==> config.mk <==
export PLATFORM = sky130hd
export DESIGN_NAME = spi_data_fifo_port
export DESIGN_NICKNAME = d
export VERILOG_FILES = /design/src/pkg/spi_port_pkg.sv /design/src/rtl/spi_data_fifo_port.sv
export VERILOG_INCLUDE_DIRS = /design/src /design/src/pkg
export SDC_FILE = /design/constraint.sdc
export NUM_CORES = 1
export LEC_CHECK = 0
export BUFFER_PORTS_ARGS = -buffer_cell sky130_fd_sc_hd__clkbuf_2
export CAP_MARGIN = 20
export CORE_MARGIN = 3
export CORE_UTILIZATION = 55
export CTS_BUF_LIST = sky130_fd_sc_hd__clkbuf_4 sky130_fd_sc_hd__clkbuf_8 sky130_fd_sc_hd__clkbuf_16
export CTS_CLUSTER_SIZE = 40
export DETAILED_ROUTE_END_ITERATION = 6
export GPL_TIMING_DRIVEN = 0
export HOLD_SLACK_MARGIN = 0.02
export PLACE_DENSITY_LB_ADDON = 0.08
export SLEW_MARGIN = 20
export SYNTH_ARGS = -nofsm -noshare
export SYNTH_HDL_FRONTEND = slang
export SYNTH_HIERARCHICAL = 1
export SYNTH_SLANG_ARGS = --single-unit
==> constraint.sdc <==
create_clock -name clk -period 3.4 [get_ports clk]
set_clock_uncertainty 0.2 [all_clocks]
set_input_delay 0.34 -clock clk [delete_from_list [all_inputs] [get_ports clk]]
set_output_delay 0.34 -clock clk [all_outputs]
set_load 0.01 [all_outputs]
==> src/pkg/spi_port_map.svh <==
// Register offsets, field positions and reset values of the serial port.
// Included by the design file; holds definitions only.
`ifndef SPI_PORT_MAP_SVH
`define SPI_PORT_MAP_SVH
`define OFF_CONTROL_ONE  5'h00
`define OFF_CONTROL_TWO  5'h04
`define OFF_STATUS_FLAGS 5'h08
`define OFF_DATA_WORD    5'h0C
`define OFF_IRQ_STATUS   5'h10
`define OFF_IRQ_MASK     5'h14
`define RST_CONTROL      16'h0000
`define RST_DATA_WORD    16'h0000
`define CTL1_RW_MASK     16'hCFFF
`define CTL2_RW_MASK     16'h88E4
`define BIT_CPOL         1
`define BIT_ENABLE       6
`define BIT_FRAME_WIDTH  11
`define IRQ_RX_FRAME     0
`define IRQ_TX_DRAINED   1
`define IRQ_OVERRUN      2
`define LAST_BIT_NARROW  5'h07
`define LAST_BIT_WIDE    5'h0F
`endif

==> src/pkg/spi_port_pkg.sv <==
// Types shared by the serial port design.
// Assumes the map header supplies the numeric constants.
package spi_port_pkg;
   typedef struct packed {
      logic cs_n;
      logic sck;
      logic mosi;
   } pins_t;

   typedef struct packed {
      logic [2:0] res_hi;
      logic [1:0] tx_fill_level;
      logic [1:0] rx_fill_level;
      logic       res_8;
      logic       busy;
      logic       overrun;
      logic       mode_fault;
      logic [2:0] res_lo;
      logic       tx_empty_flag;
      logic       rx_pending_flag;
   } status_t;

   function automatic logic [1:0] fill_code(input int cnt, input int depth);
      if (cnt == 0) return 2'h0;
      else if (cnt * 4 <= depth) return 2'h1;
      else if (cnt * 2 <= depth) return 2'h2;
      else return 2'h3;
   endfunction : fill_code
endpackage : spi_port_pkg

==> src/rtl/spi_data_fifo_port.sv <==
// Serial port data path: Avalon-MM register file, transmit and receive
// FIFOs behind the data word, and a slave shift engine on the pins.
// Assumes pins are asynchronous to clk and sck is far slower than clk.
//
// Behaviour
// - Data word at 0x0C, zero after reset
// - Data read returns oldest receive entry
// - Data write goes into transmit FIFO
// - Frames are 8 or 16 bits by select
// - Narrow frames use low byte, right aligned
// - Narrow receive reads upper byte as zero
// - Wide frames use all sixteen bits
// - Width select resets zero; one means wide
// - Fill levels coded empty, up to quarter, up to half, above half
// - Transmit empty flag set while FIFO empty
// - Receive pending flag set while entries wait
`timescale 1ns/10ps
`include "spi_port_map.svh"

module word_fifo #(
   parameter int W  = 16,
   parameter int D  = 4,
   parameter int AW = $clog2(D)
) (
   input  wire logic          clk,   // Core clock
   input  wire logic          reset, // Sync reset
   input  wire logic          push,  // Append din
   input  wire logic [W-1:0]  din,   // Entry in
   input  wire logic          pop,   // Drop head
   output logic       [W-1:0] dout,  // Head entry
   output logic       [AW:0]  count  // Entries held
);
   logic [W-1:0]  mem [D];
   logic [AW-1:0] wr_q, wr_d, rd_q, rd_d;
   logic [AW:0]   cnt_q, cnt_d;
   logic          do_push, do_pop;

   always_comb begin
      do_push = push && (cnt_q != (AW+1)'(D));
      do_pop  = pop && (cnt_q != '0);
      wr_d    = wr_q;
      rd_d    = rd_q;
      if (do_push) wr_d = (wr_q == AW'(D-1)) ? '0 : wr_q + AW'(1);
      if (do_pop) rd_d = (rd_q == AW'(D-1)) ? '0 : rd_q + AW'(1);
      cnt_d = cnt_q + (AW+1)'(do_push) - (AW+1)'(do_pop);
   end

   always_ff @(posedge clk) begin
      if (reset) begin
         wr_q  <= '0;
         rd_q  <= '0;
         cnt_q <= '0;
      end else begin
         wr_q  <= wr_d;
         rd_q  <= rd_d;
         cnt_q <= cnt_d;
      end
   end

   // Storage needs no reset; empty is tracked by the count
   always_ff @(posedge clk) begin
      if (do_push) mem[wr_q] <= din;
   end

   assign dout  = mem[rd_q];
   assign count = cnt_q;
endmodule : word_fifo

////////////////////////////////////////////////////////////////////////////////

module spi_data_fifo_port
   import spi_port_pkg::*;
#(
   parameter int DEPTH = 4
) (
   input  wire logic        clk,         // 20 MHz core clock
   input  wire logic        reset,       // Sync reset, high
   input  wire logic [4:0]  address,     // Byte address
   input  wire logic        read,        // Avalon read
   input  wire logic        write,       // Avalon write
   input  wire logic [31:0] writedata,   // Avalon write data
   input  wire logic [3:0]  byteenable,  // Avalon byte lanes
   output logic      [31:0] readdata,    // Avalon read data
   output logic             waitrequest, // Avalon stall
   output logic             irq,         // Level interrupt
   input  wire logic        sck,         // Serial clock pin
   input  wire logic        mosi,        // Serial data in pin
   input  wire logic        cs_n,        // Chip select pin, low
   output logic             miso,        // Serial data out
   output logic             miso_oe      // Drive enable for miso
);
   localparam int CW = $clog2(DEPTH) + 1;

   logic [15:0] ctl1_q, ctl1_d, ctl2_q, ctl2_d, rd_word;
   logic [2:0]  irq_st_q, irq_st_d, mask_q, mask_d, clr, ev;
   logic        wait_q, wait_d, irq_q, irq_d;
   logic [31:0] rdata_q, rdata_d;
   pins_t       pin_m_q, pin_s_q;
   logic        sck_prev_q, sel_prev_q;
   logic [15:0] rx_sh_q, rx_sh_d, tx_sh_q, tx_sh_d;
   logic [4:0]  cnt_q, cnt_d, last;
   logic        miso_q, miso_d, oe_q, oe_d;
   logic        pre_q, pre_d;  // Next word already fetched into shifter
   logic        act, sel_c1, sel_c2, sel_st, sel_data, sel_ist, sel_msk;
   logic        narrow, sel, start, rise, fall, sck_eff;
   logic        tx_push, tx_pop, rx_push, rx_pop;
   logic [15:0] tx_din, tx_dout, tx_head, rx_din, rx_dout;
   logic [CW-1:0] tx_cnt, rx_cnt;
   status_t     st;

   word_fifo #(.W(16), .D(DEPTH)) tx_fifo (
      .clk   (clk),
      .reset (reset),
      .push  (tx_push),
      .din   (tx_din),
      .pop   (tx_pop),
      .dout  (tx_dout),
      .count (tx_cnt)
   );

   word_fifo #(.W(16), .D(DEPTH)) rx_fifo (
      .clk   (clk),
      .reset (reset),
      .push  (rx_push),
      .din   (rx_din),
      .pop   (rx_pop),
      .dout  (rx_dout),
      .count (rx_cnt)
   );

   ////////////////////////////////////////////////////////////////////////////
   // Register bus: one wait cycle, then a single-cycle acknowledge

   assign act      = (read | write) & wait_q;
   assign sel_c1   = address == `OFF_CONTROL_ONE;
   assign sel_c2   = address == `OFF_CONTROL_TWO;
   assign sel_st   = address == `OFF_STATUS_FLAGS;
   assign sel_data = address == `OFF_DATA_WORD;
   assign sel_ist  = address == `OFF_IRQ_STATUS;
   assign sel_msk  = address == `OFF_IRQ_MASK;
   assign narrow   = ~ctl2_q[`BIT_FRAME_WIDTH];
   assign last     = narrow ? `LAST_BIT_NARROW : `LAST_BIT_WIDE;
   assign tx_din   = narrow ? {8'h00, writedata[7:0]} : writedata[15:0];
   assign tx_head  = (tx_cnt != '0) ? tx_dout : 16'h0000;

   always_comb begin
      st                 = '0;
      st.tx_fill_level   = fill_code(int'(tx_cnt), DEPTH);
      st.rx_fill_level   = fill_code(int'(rx_cnt), DEPTH);
      st.busy            = sel_prev_q | (tx_cnt != '0);
      st.overrun         = irq_st_q[`IRQ_OVERRUN];
      st.tx_empty_flag   = tx_cnt == '0;
      st.rx_pending_flag = rx_cnt != '0;
   end

   always_comb begin
      case (address)
         `OFF_CONTROL_ONE:  rd_word = ctl1_q;
         `OFF_CONTROL_TWO:  rd_word = ctl2_q;
         `OFF_STATUS_FLAGS: rd_word = st;
         // Empty FIFO reads zero, so a fresh reset shows zero
         `OFF_DATA_WORD:    rd_word = (rx_cnt != '0) ? rx_dout : `RST_DATA_WORD;
         `OFF_IRQ_STATUS:   rd_word = {13'h0000, irq_st_q};
         `OFF_IRQ_MASK:     rd_word = {13'h0000, mask_q};
         default:           rd_word = 16'h0000;
      endcase
   end

   always_comb begin
      ctl1_d  = ctl1_q;
      ctl2_d  = ctl2_q;
      mask_d  = mask_q;
      clr     = '0;
      wait_d  = ~act;
      rdata_d = rdata_q;
      tx_push = act & write & sel_data & (|byteenable[1:0]);
      rx_pop  = act & read & sel_data;
      if (act & write & byteenable[0]) begin
         if (sel_c1) ctl1_d[7:0] = writedata[7:0] & 8'(`CTL1_RW_MASK);
         if (sel_c2) ctl2_d[7:0] = writedata[7:0] & 8'(`CTL2_RW_MASK);
         if (sel_msk) mask_d = writedata[2:0];
         if (sel_ist) clr = writedata[2:0];
      end
      if (act & write & byteenable[1]) begin
         if (sel_c1) ctl1_d[15:8] = writedata[15:8] & 8'(`CTL1_RW_MASK >> 8);
         if (sel_c2) ctl2_d[15:8] = writedata[15:8] & 8'(`CTL2_RW_MASK >> 8);
      end
      if (act & read) rdata_d = {16'h0000, rd_word};
      // Set wins over a same-cycle clear
      irq_st_d = (irq_st_q & ~clr) | ev;
      irq_d    = |(irq_st_q & mask_q);
   end

   ////////////////////////////////////////////////////////////////////////////
   // Serial slave engine; MSB first, data sampled on the leading edge

   assign sck_eff = pin_s_q.sck ^ ctl1_q[`BIT_CPOL];
   assign sel     = ~pin_s_q.cs_n & ctl1_q[`BIT_ENABLE];
   assign start   = sel & ~sel_prev_q;
   assign rise    = sel & ~start & sck_eff & ~sck_prev_q;
   assign fall    = sel & ~start & ~sck_eff & sck_prev_q;
   assign rx_din  = narrow ? {8'h00, rx_sh_d[7:0]} : rx_sh_d;

   always_comb begin
      rx_sh_d = rx_sh_q;
      tx_sh_d = tx_sh_q;
      cnt_d   = cnt_q;
      pre_d   = pre_q;
      tx_pop  = 1'b0;
      rx_push = 1'b0;
      if (!sel) begin
         cnt_d = '0;
      end else if (start) begin
         // A word fetched at the end of the last frame is kept, not lost
         if (!pre_q) begin
            tx_sh_d = tx_head;
            tx_pop  = tx_cnt != '0;
         end
         pre_d = 1'b0;
         cnt_d = '0;
      end else if (rise) begin
         rx_sh_d = {rx_sh_q[14:0], pin_s_q.mosi};
         if (cnt_q == last) begin
            rx_push = 1'b1;
            cnt_d   = '0;
         end else begin
            cnt_d = cnt_q + 5'h01;
         end
      end else if (fall) begin
         // Count at zero means a frame just closed: fetch the next word
         if (cnt_q == '0) begin
            tx_sh_d = tx_head;
            tx_pop  = tx_cnt != '0;
            pre_d   = tx_cnt != '0;
         end else begin
            tx_sh_d = {tx_sh_q[14:0], 1'b0};
            pre_d   = 1'b0;
         end
      end
      miso_d = sel & (narrow ? tx_sh_d[7] : tx_sh_d[15]);
      oe_d   = sel;
   end

   // Overrun keeps the old entries; the new frame is lost
   assign ev[`IRQ_RX_FRAME]   = rx_push & (rx_cnt != CW'(DEPTH));
   assign ev[`IRQ_TX_DRAINED] = tx_pop & (tx_cnt == CW'(1)) & ~tx_push;
   assign ev[`IRQ_OVERRUN]    = rx_push & (rx_cnt == CW'(DEPTH));

   always_ff @(posedge clk) begin
      if (reset) begin
         ctl1_q     <= `RST_CONTROL;
         ctl2_q     <= `RST_CONTROL;
         mask_q     <= '0;
         irq_st_q   <= '0;
         wait_q     <= 1'b1;
         rdata_q    <= '0;
         irq_q      <= 1'b0;
         pin_m_q    <= '{cs_n: 1'b1, sck: 1'b0, mosi: 1'b0};
         pin_s_q    <= '{cs_n: 1'b1, sck: 1'b0, mosi: 1'b0};
         sck_prev_q <= 1'b0;
         sel_prev_q <= 1'b0;
         rx_sh_q    <= '0;
         tx_sh_q    <= '0;
         cnt_q      <= '0;
         pre_q      <= 1'b0;
         miso_q     <= 1'b0;
         oe_q       <= 1'b0;
      end else begin
         ctl1_q     <= ctl1_d;
         ctl2_q     <= ctl2_d;
         mask_q     <= mask_d;
         irq_st_q   <= irq_st_d;
         wait_q     <= wait_d;
         rdata_q    <= rdata_d;
         irq_q      <= irq_d;
         pin_m_q    <= '{cs_n: cs_n, sck: sck, mosi: mosi};
         pin_s_q    <= pin_m_q;
         sck_prev_q <= sck_eff;
         sel_prev_q <= sel;
         rx_sh_q    <= rx_sh_d;
         tx_sh_q    <= tx_sh_d;
         cnt_q      <= cnt_d;
         pre_q      <= pre_d;
         miso_q     <= miso_d;
         oe_q       <= oe_d;
      end
   end

   assign readdata    = rdata_q;
   assign waitrequest = wait_q;
   assign irq         = irq_q;
   assign miso        = miso_q;
   assign miso_oe     = oe_q;
endmodule : spi_data_fifo_port

Word level (Yosys, flattened, before mapping)
Memory sizes are Yosys's and may differ from the RTL's. A register that Yosys moved wholly into a read port is not among the register bits.
Cells that the tools add are included.
{"block": "word_totals", "regBits": 105, "latchBits": 0, "ram_bits": 128, "mem_bits_ro": 0, "input_bits": 48, "out_inout_bits": 36, "n_memories": 2}
{"memory": "rx_fifo.mem", "depth": 4, "word_bits": 16, "read_ports": 1, "rd_clocked_by_memory_dff": 1, "write_ports": 1, "line_no": "spi_data_fifo_port.sv:33", "source": "logic [W-1:0] mem [D];"}
{"memory": "tx_fifo.mem", "depth": 4, "word_bits": 16, "read_ports": 1, "rd_clocked_by_memory_dff": 1, "write_ports": 1, "line_no": "spi_data_fifo_port.sv:33"}
{"block": "classes", "addsub": 9, "mul": 0, "div_mod_pow": 0, "n_lt_le_gt_ge": 4, "eq_ne": 16, "shifts": 0, "mux": 50, "bitwise": 35, "n_reduce_logical": 22}
{"op": "two-way mux 16 bit", "n": 13}
{"op": "one-hot mux 16 bit (6 select lines)", "n": 1}
{"op": "two-way mux 2 bit", "n": 12}
{"op": "AND 1 bit", "n": 20}
{"op": "two-way mux 1 bit", "n": 20}
{"op": "equality test 5 x 4 -> 1 bit, second input constant", "n": 2}
{"op": "equality test 5 bit, second input constant", "n": 2}
{"op": "less-or-equal comparator 5 x 3 -> 1 bit, second input constant", "n": 2}
{"op": "logical NOT 5 bit", "n": 2}
{"op": "AND reduction 2 bit", "n": 5}
{"op": "logical NOT 3 bit", "n": 3}
{"op": "adder 2 x 1 -> 2 bit, second input constant", "n": 4}
{"op": "equality test 2 bit, second input constant", "n": 4}
{"op": "less-or-equal comparator 4 x 3 -> 1 bit, second input constant", "n": 2}
{"op": "NOT 1 bit", "n": 8}
{"op": "adder 3 x 1 -> 3 bit", "n": 2}
{"op": "AND 3 bit", "n": 2}
{"op": "two-way mux 3 bit", "n": 2}
{"op": "!= test 3 bit, second input constant", "n": 2}
{"op": "nonzero test 3 bit", "n": 2}
{"op": "OR reduction 3 bit", "n": 2}
{"op": "subtractor 3 x 1 -> 3 bit", "n": 2}
{"op": "adder 5 x 1 -> 5 bit, second input constant", "n": 1}
{"op": "equality test 5 x 3 -> 1 bit, second input constant", "n": 1}
{"op": "other kinds (15)", "n": 20}

Depth between registers and ports, before layout
Gate-level depths: netlist of run 1.
{"block": "logic_depth", "depth_word": 14, "depth_mapped": 13, "ltp_nobuf": 13}

Modules after synthesis
The synthesis of run 1 kept the hierarchy.
{"mod": "word_fifo", "n_inst": 2, "cells_per_inst": 132, "area_each_um2": 2812.7, "seq_area_each_um2": 2102.0}
{"mod": "spi_data_fifo_port", "n_inst": 1, "cells_per_inst": 475, "area_each_um2": 4082.7, "seq_area_each_um2": 1821.7}

Worst setup path before layout of run 1
OpenSTA, ideal clock, no wires.
{"block": "synth_path", "path_type": "register to register", "startpoint": "register, netlist name miso_oe", "endpoint": "register rx_fifo.cnt_q[2], in the netlist rx_fifo/count[2]", "arrival_ns": 2.607, "required_ns": 3.122, "setup_slack_ns": 0.515, "path_stages_with_launch": 13, "n_path_buf": 1, "cell_sequence": "dfxtp_1 > nand3b_1 > nor3_1 > and4_1 > clkbuf_1 > a21boi_2 > xnor2_1 > ha_1 > inv_1 > fa_1 > xor2_1 > and2_1 > nor3_1"}
{"item": "end signal, assigned", "line_no": "spi_data_fifo_port.sv:56", "source": "cnt_q <= cnt_d;"}
{"item": "end, declared", "line_no": "spi_data_fifo_port.sv:35", "source": "logic [AW:0] cnt_q, cnt_d;"}

==> load_flow_metrics.sql, run 1 <==
INSERT INTO impl_metrics (metric_group, metric, value, unit) VALUES
('detailed_routing', 'drt_pre_antenna_iters', '5', ''),
('synth', 'ys.warnings.count', '6', ''),
('cts', 'cts_tree', 'done', ''),
('cts', 'tritoncts.num_buffers', '24', ''),
('global_route', 'grt_util_overall', '0.222', ''),
('cts', 'clockRootBuffer', 'clkbuf_16', ''),
('synth', 'synth.lib_cells_used.distinct', '61', ''),
('critical_path', 'critical_path.max_fanout', '7', ''),
('final_layout', 'most_frequent_cells_in_the_layout', 'edfxtp_1 (128), dfxtp_1 (109), nand2_1 (88), nor2_1 (68), clkbuf_2 (48)', ''),
('run', 'maxCapViolations', '0', ''),
('detailed_routing', 'initialDrtViolationCount', '345', ''),
('critical_path', 'timing.critical_path.slowest_stage_cell', 'dfxtp_1', ''),
('synth', 'number_of_synthesized_flops_with_an_enable_pin', '128', ''),
('synth', 'netlist_instances', '739', ''),
('synth', 'synth_top_family_by_area', 'simple AND/OR/NAND/NOR gates', ''),
('synth', 'synthFlopType', 'edfxtp_1', ''),
('global_route', 'first_global_vias', '6286', ''),
('global_route', 'grt_antenna_before_repair', '0', ''),
('sta', 'setup-tns-final', '0', 'ps'),
('power_and_ir_drop', 'power_density', '514', 'mW/mm2'),
('sta', 'drv_slew', '0', ''),
('place', 'buffer_ports.inserted', '48', ''),
('final_layout', 'layout.nets', '914', ''),
('detailed_routing', 'routed_wire_length_per_instance', '19.4', 'um'),
('detailed_routing', 'routed_wl', '21200', 'um'),
('synth', 'synth.area.mux_share', '0.117', ''),
('sta', 'max_clock_freq', '321', 'MHz'),
('final_layout', 'area_growth_syn_to_layout', '16.8', '%'),
('cts', 'h-tree-depth', '1', ''),
('sta', 'tightestPinTransition', '774', 'ps'),
('critical_path', 'timing.critical_path.buf_inv', '2', ''),
('die', 'initial_core_util', '0.573', ''),
('die', 'io-pin-count', '84', ''),
('cts', 'clock_tree.buffer_depth', '3', ''),
('critical_path', 'crit_top_cell', 'nor3_1', ''),
('sta', 'period_share', '0.918', ''),
('global_route', 'grt_max_degree', '17', ''),
('die', 'placement_rows', '47', ''),
('synth', 'postSynth.asyncResetShare', '0', ''),
('power_and_ir_drop', 'leakage', '0.00398', 'uW'),
('critical_path', 'worst_setup_path_end_kind', 'flip-flop', ''),
('detailed_routing', 'routed-via-count', '6056', ''),
('global_route', 'global_route.overflow_total', '0', ''),
('place', 'hpwl', '14900', 'um'),
('synth', 'syn_avg_cell_area', '13.1', 'um2'),
('sta', 'worst_slew_slack_as_a_fraction_of_its_limit', '0.484', ''),
('synth', 'synth.ff_latch_count', '237', ''),
('run_status', 'outcome', 'finished clean', ''),
('sta', 'setup_repair_after_global_routing_missed_its_margin', 'false', ''),
('critical_path', 'worst_path_largest_cell_delay', '480', 'ps'),
('place', 'globalplace.congestion', '0.857', ''),
('critical_path', 'data_required_time_of_the_worst_path', '3630', 'ps'),
('sta', 'setup_viol_count_final', '0', ''),
('sta', 'final_critical_delay_including_setup_and_external_delays', '3120', 'ps'),
('sta', 'final_hold_viol_count', '0', ''),
('die', 'die_h', '139', 'um'),
('critical_path', 'timing.critical_path.cells', 'nand3b_1 -> nor3_1 -> and4_1 -> clkbuf_1 -> a21boi_4 -> xnor2_1 -> ha_1 -> inv_1 -> fa_1 -> xor2_1 -> and2_1 -> nor3_1', ''),
('power_and_ir_drop', 'max-vdd-ir-drop', '489', 'uV'),
('synth', 'synth-compound-area-share', '0.0624', ''),
('min_path', 'worstHoldPathType', 'primary input to flip-flop', ''),
('critical_path', 'worst_setup_path_category', 'flip-flop to flip-flop', ''),
('synth', 'synthSimpleGateAreaFrac', '0.131', ''),
('detailed_routing', 'final_antenna_net_count', '0', ''),
('final_layout', 'drive_above_1_share', '0.214', ''),
('cts', 'clock_sinks', '237', ''),
('synth', 'post_synth_fa_ha_maj_area_fraction', '0.0222', ''),
('final_layout', 'insertedDiodeCount', '0', ''),
('critical_path', 'cp_data_arrival_time', '3350', 'ps'),
('critical_path', 'crit_path_leading_delay_family', 'simple AND/OR/NAND/NOR gates', ''),
('detailed_routing', 'drc_errors', '0', ''),
('synth', 'syn-cell-area', '0.00971', 'mm2');
[synth_stat cells (3+ instances only)]
master,count,share of area
nand2b_1,7,0.0045
nor2b_1,17,0.011
mux4_2,32,0.074
xor2_1,5,0.0045
nor2_1,68,0.026
ha_1,14,0.018
mux2i_1,37,0.038
nand3_1,4,0.0021
nor3_1,13,0.0067
clkbuf_1,17,0.0066
a21oi_1,23,0.012
or3_1,6,0.0039
nand4_1,3,0.0019
dfxtp_1,109,0.22
xnor2_1,3,0.0027
a211oi_1,3,0.0023
buf_2,12,0.0062
nand2_1,88,0.034
and2_1,18,0.012
a221oi_1,5,0.0045
and2_2,8,0.0062
buf_6,3,0.0035
o21ai_0,14,0.0072
a22oi_1,19,0.015
o21ai_1,8,0.0041
inv_1,13,0.0050
buf_4,16,0.012
edfxtp_1,128,0.40
[report_power, final]
part / internal [uW] / total, uW / switching, uW
clock: 1630 / 2680 / 1060
sequential: 3000 / 3000 / 4.44
combinational: 59.0 / 146 / 86.6
total: 4690 / 5830 / 1150
[flip-flops by register name (all words and copies together) (netlist names), 3 cells and up, named ones only]
name / count
ctl1_q: 14
irq_st_q: 3
rx_fifo/mem: 64
readdata: 16
mask_q: 3
pin_m_q: 3
rx_sh_q: 16
cnt_q: 5
tx_fifo/count: 3
tx_sh_q: 16
pin_s_q: 3
ctl2_q: 6
rx_fifo/count: 3
tx_fifo/mem: 64
[worst paths after layout]
check	startpoint	end	slack (ps)	cells after the start
hold / removal	read	readdata[4]	50	4
setup / recovery	miso_oe	rx_fifo/count[2]	280	12
setup reg to reg	miso_oe	rx_fifo/count[2]	280	12
hold reg to reg	pin_m_q[1]	pin_s_q[1]	230	1
[per-layer routing]
layer,track usage,part of all wire,vias to the layer above
li1,-,-,2875
met1,0.277,0.41,3000
met2,0.405,0.53,141
met3,0.0348,0.045,40
met4,0.0556,0.024,0
met5,0,0,-
[repair_timing]
item	4_1_cts	5_1_grt
setup endpoints to repair	0	1
gates resized for setup	0	1
setup buffers	0	1
hold buffers	21	0
hold endpoints to repair	71	0
[tightest hold or removal path: stages]
cell and delay, ps:
clkbuf_2 100, a21oi_1 130, nand2_1 100, o21ai_1 50
[per-stage QoR]
step                      hold slack, ps  worst slack, ps  power (uW)   util  cell area [um2]
final                               53.0              280        5830  0.669            11300
after global routing                82.9             58.0        6000  0.669            11300
after CTS                           40.8             10.8        5860  0.669            11300
after detailed placement             222             42.0        3190  0.607            10300
after global placement               228              176        3190  0.607            10300
after floorplan                      189              515        3130      -             9760
[cell families (layout without fill, tap and decap cells)]
kind of cell             count (synthesis)  count (layout)
AO/OA/AOI/OAI                           87              87
buffers and inverters                   64             178
flip-flops                             237             237
AND/OR/NAND/NOR                        253             253
adder cells (fa/ha/maj)                 16              16
XOR/XNOR                                 9               9
multiplexers                            72              72
other                                    1              16
[area by class of cell]
type | instances | area (um2)
multi-input combinational | 453 | 3380
fill | 1253 | 5600
timing repair buffer | 70 | 458
inverter | 13 | 48.8
buffer | 51 | 322
clock buffer | 35 | 759
tap | 220 | 275
sequential | 237 | 6030
clock inverter | 9 | 67.6
Power figures use the tool's default switching activity.
==> inputs of run 2 (changes only) <==
Settings changed: CORE_UTILIZATION 55 to 53, CTS_CLUSTER_DIAMETER from default to 200.
Clock period 3.4 ns to 2.7 ns, I/O delays scaled along.
==> load_flow_metrics.sql, run 2 (synthesized netlist as in run 1, its figures left out) <==
INSERT INTO impl_metrics (metric_group, metric, value, unit) VALUES
('run_status', 'outcome', 'finished, violations left', ''),
('run_status', 'failed_checks', 'negative setup slack', ''),
('final_layout', 'drive_above_1_share', '0.220', ''),
('cts', 'cts_tree', 'done', ''),
('global_route', 'grt_first_pass_wirelength', '33300', 'um'),
('critical_path', 'data_required_time_of_the_worst_path', '2910', 'ps'),
('final_layout', 'most_frequent_cells_in_the_layout', 'edfxtp_1 (128), dfxtp_1 (103), nand2_1 (88), nor2_1 (68), clkbuf_2 (48)', ''),
('global_route', 'grt_util_overall', '0.211', ''),
('detailed_routing', 'initialDrtViolationCount', '412', ''),
('cts', 'worstSkewPairLatency', '470', 'ps'),
('sta', 'drv_slew', '0', ''),
('critical_path', 'worst_r2r_endpoint', 'tx_fifo/count[2]', ''),
('final_layout', 'most_common_cell_after_layout_fill_and_taps_aside', 'edfxtp_1', ''),
('die', 'die_h', '141', 'um'),
('global_route', 'global_route.overflow_total', '0', ''),
('sta', 'setup_viol_count_final', '2', ''),
('critical_path', 'length_in_cells_of_the_worst_reg_to_reg_path', '13', ''),
('global_route', 'global_route.usage.met3', '0.0195', ''),
('die', 'die_x', '141', 'um'),
('critical_path', 'worst_setup_path_category', 'flip-flop to flip-flop', ''),
('place', 'hpwl', '15000', 'um'),
('die', 'initial_core_util', '0.552', ''),
('die', 'core_region', '0.0176', 'mm2'),
('power_and_ir_drop', 'power_density', '513', 'mW/mm2'),
('critical_path', 'timing.critical_path.buf_inv', '2', ''),
('min_path', 'holdCritStartpoint', 'reset', ''),
('detailed_routing', 'drt_pre_antenna_iters', '7', ''),
('cts', 'h-tree-depth', '1', ''),
('final_layout', 'insertedDiodeCount', '0', ''),
('sta', 'setup_repair_after_global_routing_missed_its_margin', 'true', ''),
('die', 'placement_rows', '48', ''),
('detailed_routing', 'routed-via-count', '6033', ''),
('sta', 'max_clock_freq', '362', 'MHz'),
('global_route', 'first_global_vias', '6283', ''),
('final_layout', 'final_core_utilization', '0.620', ''),
('global_route', 'gr-usage-met1', '0.266', ''),
('place', 'globalplace.congestion', '0.885', ''),
('critical_path', 'worst_setup_path_end_kind', 'flip-flop', ''),
('final_layout', 'area_growth_syn_to_layout', '12.4', '%'),
('sta', 'final_hold_viol_count', '0', ''),
('min_path', 'hold-path-endpoint', 'miso', ''),
('place', 'buffer_ports.inserted', '48', ''),
('min_path', 'worstHoldPathType', 'primary input to flip-flop', ''),
('global_route', 'grt_util_met2', '0.395', ''),
('cts', 'tritoncts.num_buffers', '9', ''),
('final_layout', 'layout.nets', '908', ''),
('global_route', 'grt_antenna_before_repair', '0', ''),
('sta', 'final_critical_delay_including_setup_and_external_delays', '2760', 'ps'),
('run', 'maxCapViolations', '0', ''),
('global_route', 'grt_max_degree', '42', ''),
('sta', 'tightestPinTransition', '743', 'ps'),
('critical_path', 'timing.rr.start', 'cnt_q[1]', ''),
('detailed_routing', 'routed_wl', '20700', 'um'),
('die', 'io-pin-count', '84', ''),
('cts', 'clockRootBuffer', 'clkbuf_16', ''),
('critical_path', 'timing.critical_path.cells', 'inv_2 -> ha_4 -> nor4b_4 -> a41oi_2 -> nor3_4 -> o31ai_4 -> xnor2_1 -> ha_2 -> inv_2 -> fa_2 -> xor2_1 -> and2_1 -> nor3_2', ''),
('critical_path', 'crit_top_cell', 'inv_2', ''),
('critical_path', 'cp_data_arrival_time', '2970', 'ps'),
('sta', 'post-route-worst-setup-slack', '-64.4', 'ps'),
('final_layout', 'reg_top3', 'rx_fifo/mem x64, tx_fifo/mem x64', ''),
('power_and_ir_drop', 'design_power_total', '5600', 'uW'),
('die', 'die-area', '0.0200', 'mm2'),
('sta', 'worst_slew_slack_as_a_fraction_of_its_limit', '0.505', ''),
('critical_path', 'critPathLaunchType', 'flip-flop', ''),
('critical_path', 'timing.critical_path.slowest_stage_cell', 'dfxtp_2', ''),
('detailed_routing', 'final_antenna_net_count', '0', ''),
('power_and_ir_drop', 'max-vdd-ir-drop', '408', 'uV'),
('cts', 'worst_setup_hold_path_clk_slew', '140', 'ps'),
('sta', 'period_share', '1.02', ''),
('power_and_ir_drop', 'leakage', '0.00375', 'uW'),
('cts', 'clock_tree.buffer_depth', '3', ''),
('detailed_routing', 'routed_wire_length_per_instance', '19.4', 'um'),
('detailed_routing', 'drc_errors', '0', ''),
('critical_path', 'reg2reg_slack', '-60', 'ps'),
('cts', 'clock_sinks', '237', ''),
('critical_path', 'crit_path_leading_delay_family', 'simple AND/OR/NAND/NOR gates', ''),
('detailed_routing', 'post_drt_via_cell_ratio', '5.63', ''),
('min_path', 'hold_depth', '2', ''),
('global_route', 'busiest_layer', 'met2', ''),
('critical_path', 'critical_path.max_fanout', '2', ''),
('critical_path', 'worst_path_largest_cell_delay', '350', 'ps');
## run 2: changes by cell type in the layout (fill, tap and decap cells not counted), sizes merged
cell,before,now
buf,35,45
clkinv,7,1
clkbuf,100,76
bufinv,1,0
clkinvlp,1,0
## run 2: through the flow
step	instances	TNS (ps)	cell area [um2]	hold WS, ps	setup WS [ps]
2_1_floorplan	754	0	9780	146	6.02
3_3_place_gp	1027	-3100	10300	219	-406
3_5_place_dp	1027	-4970	10300	229	-450
4_1_cts	1067	-399	10800	43.1	-206
5_1_grt	1071	-498	10900	65.4	-247
6_report	1071	-102	10900	61.1	-64.4
## run 2: timing repair
item / CTS / global route
gates resized for setup: 11 / 11
endpoints found under the hold margin: 83 / 0
gates cloned: 0 / 0
hold buffers: 21 / 0
endpoints found under the setup margin: 4 / 68
pin swaps: 6 / 8
buffers inserted: 6 / 4
## run 2: final cells by class
cell class                      count  area (um2)
Timing Repair Buffer               79         526
Inverter                           13        48.8
Clock buffer                       12         248
Tap cell                          225         282
Multi-Input combinational cell    453        3440
Fill cell                        1396        6690
Buffer                             51         329
Clock inverter                      1        5.00
Sequential cell                   237        6040
## run 2: layer usage
metal | vias up | share of wire
li1 | 2837 | -
met1 | 3024 | 0.41
met2 | 145 | 0.53
met3 | 27 | 0.039
met4 | 0 | 0.019
met5 | - | 0
## run 2: worst reg2reg max path, cell delays in order, from the launching register on
cell and delay [ps]:
dfxtp_2 350, inv_2 60, ha_4 130, nor4b_4 230, a41oi_2 210, nor3_4 240, o31ai_4 120, xnor2_1 170
ha_2 200, inv_2 40, fa_2 330, xor2_1 150, and2_1 180, nor3_2 100
## run 2: worst max path at each step
| stage | to | slack, ps | cells after the start | startpoint |
|---|---|---|---|---|
| after floorplan | rx_fifo/count[2] | 6 | 12 | miso_oe |
| after global placement | tx_fifo/count[2] | -410 | 10 | tx_fifo/count[2] |
| after detailed placement | tx_fifo/count[2] | -450 | 12 | address[4] |
| after CTS | tx_fifo/count[2] | -210 | 13 | cnt_q[1] |
| after global routing | tx_fifo/count[2] | -250 | 13 | cnt_q[1] |
| final | tx_fifo/count[2] | -60 | 13 | cnt_q[1] |
## run 2: report_power, final
group / leakage [uW] / internal, uW / switching, uW
Sequential: 0.00194 / 3770 / 5.64
Clock: 0.000129 / 659 / 976
Combinational: 0.00168 / 75.1 / 109
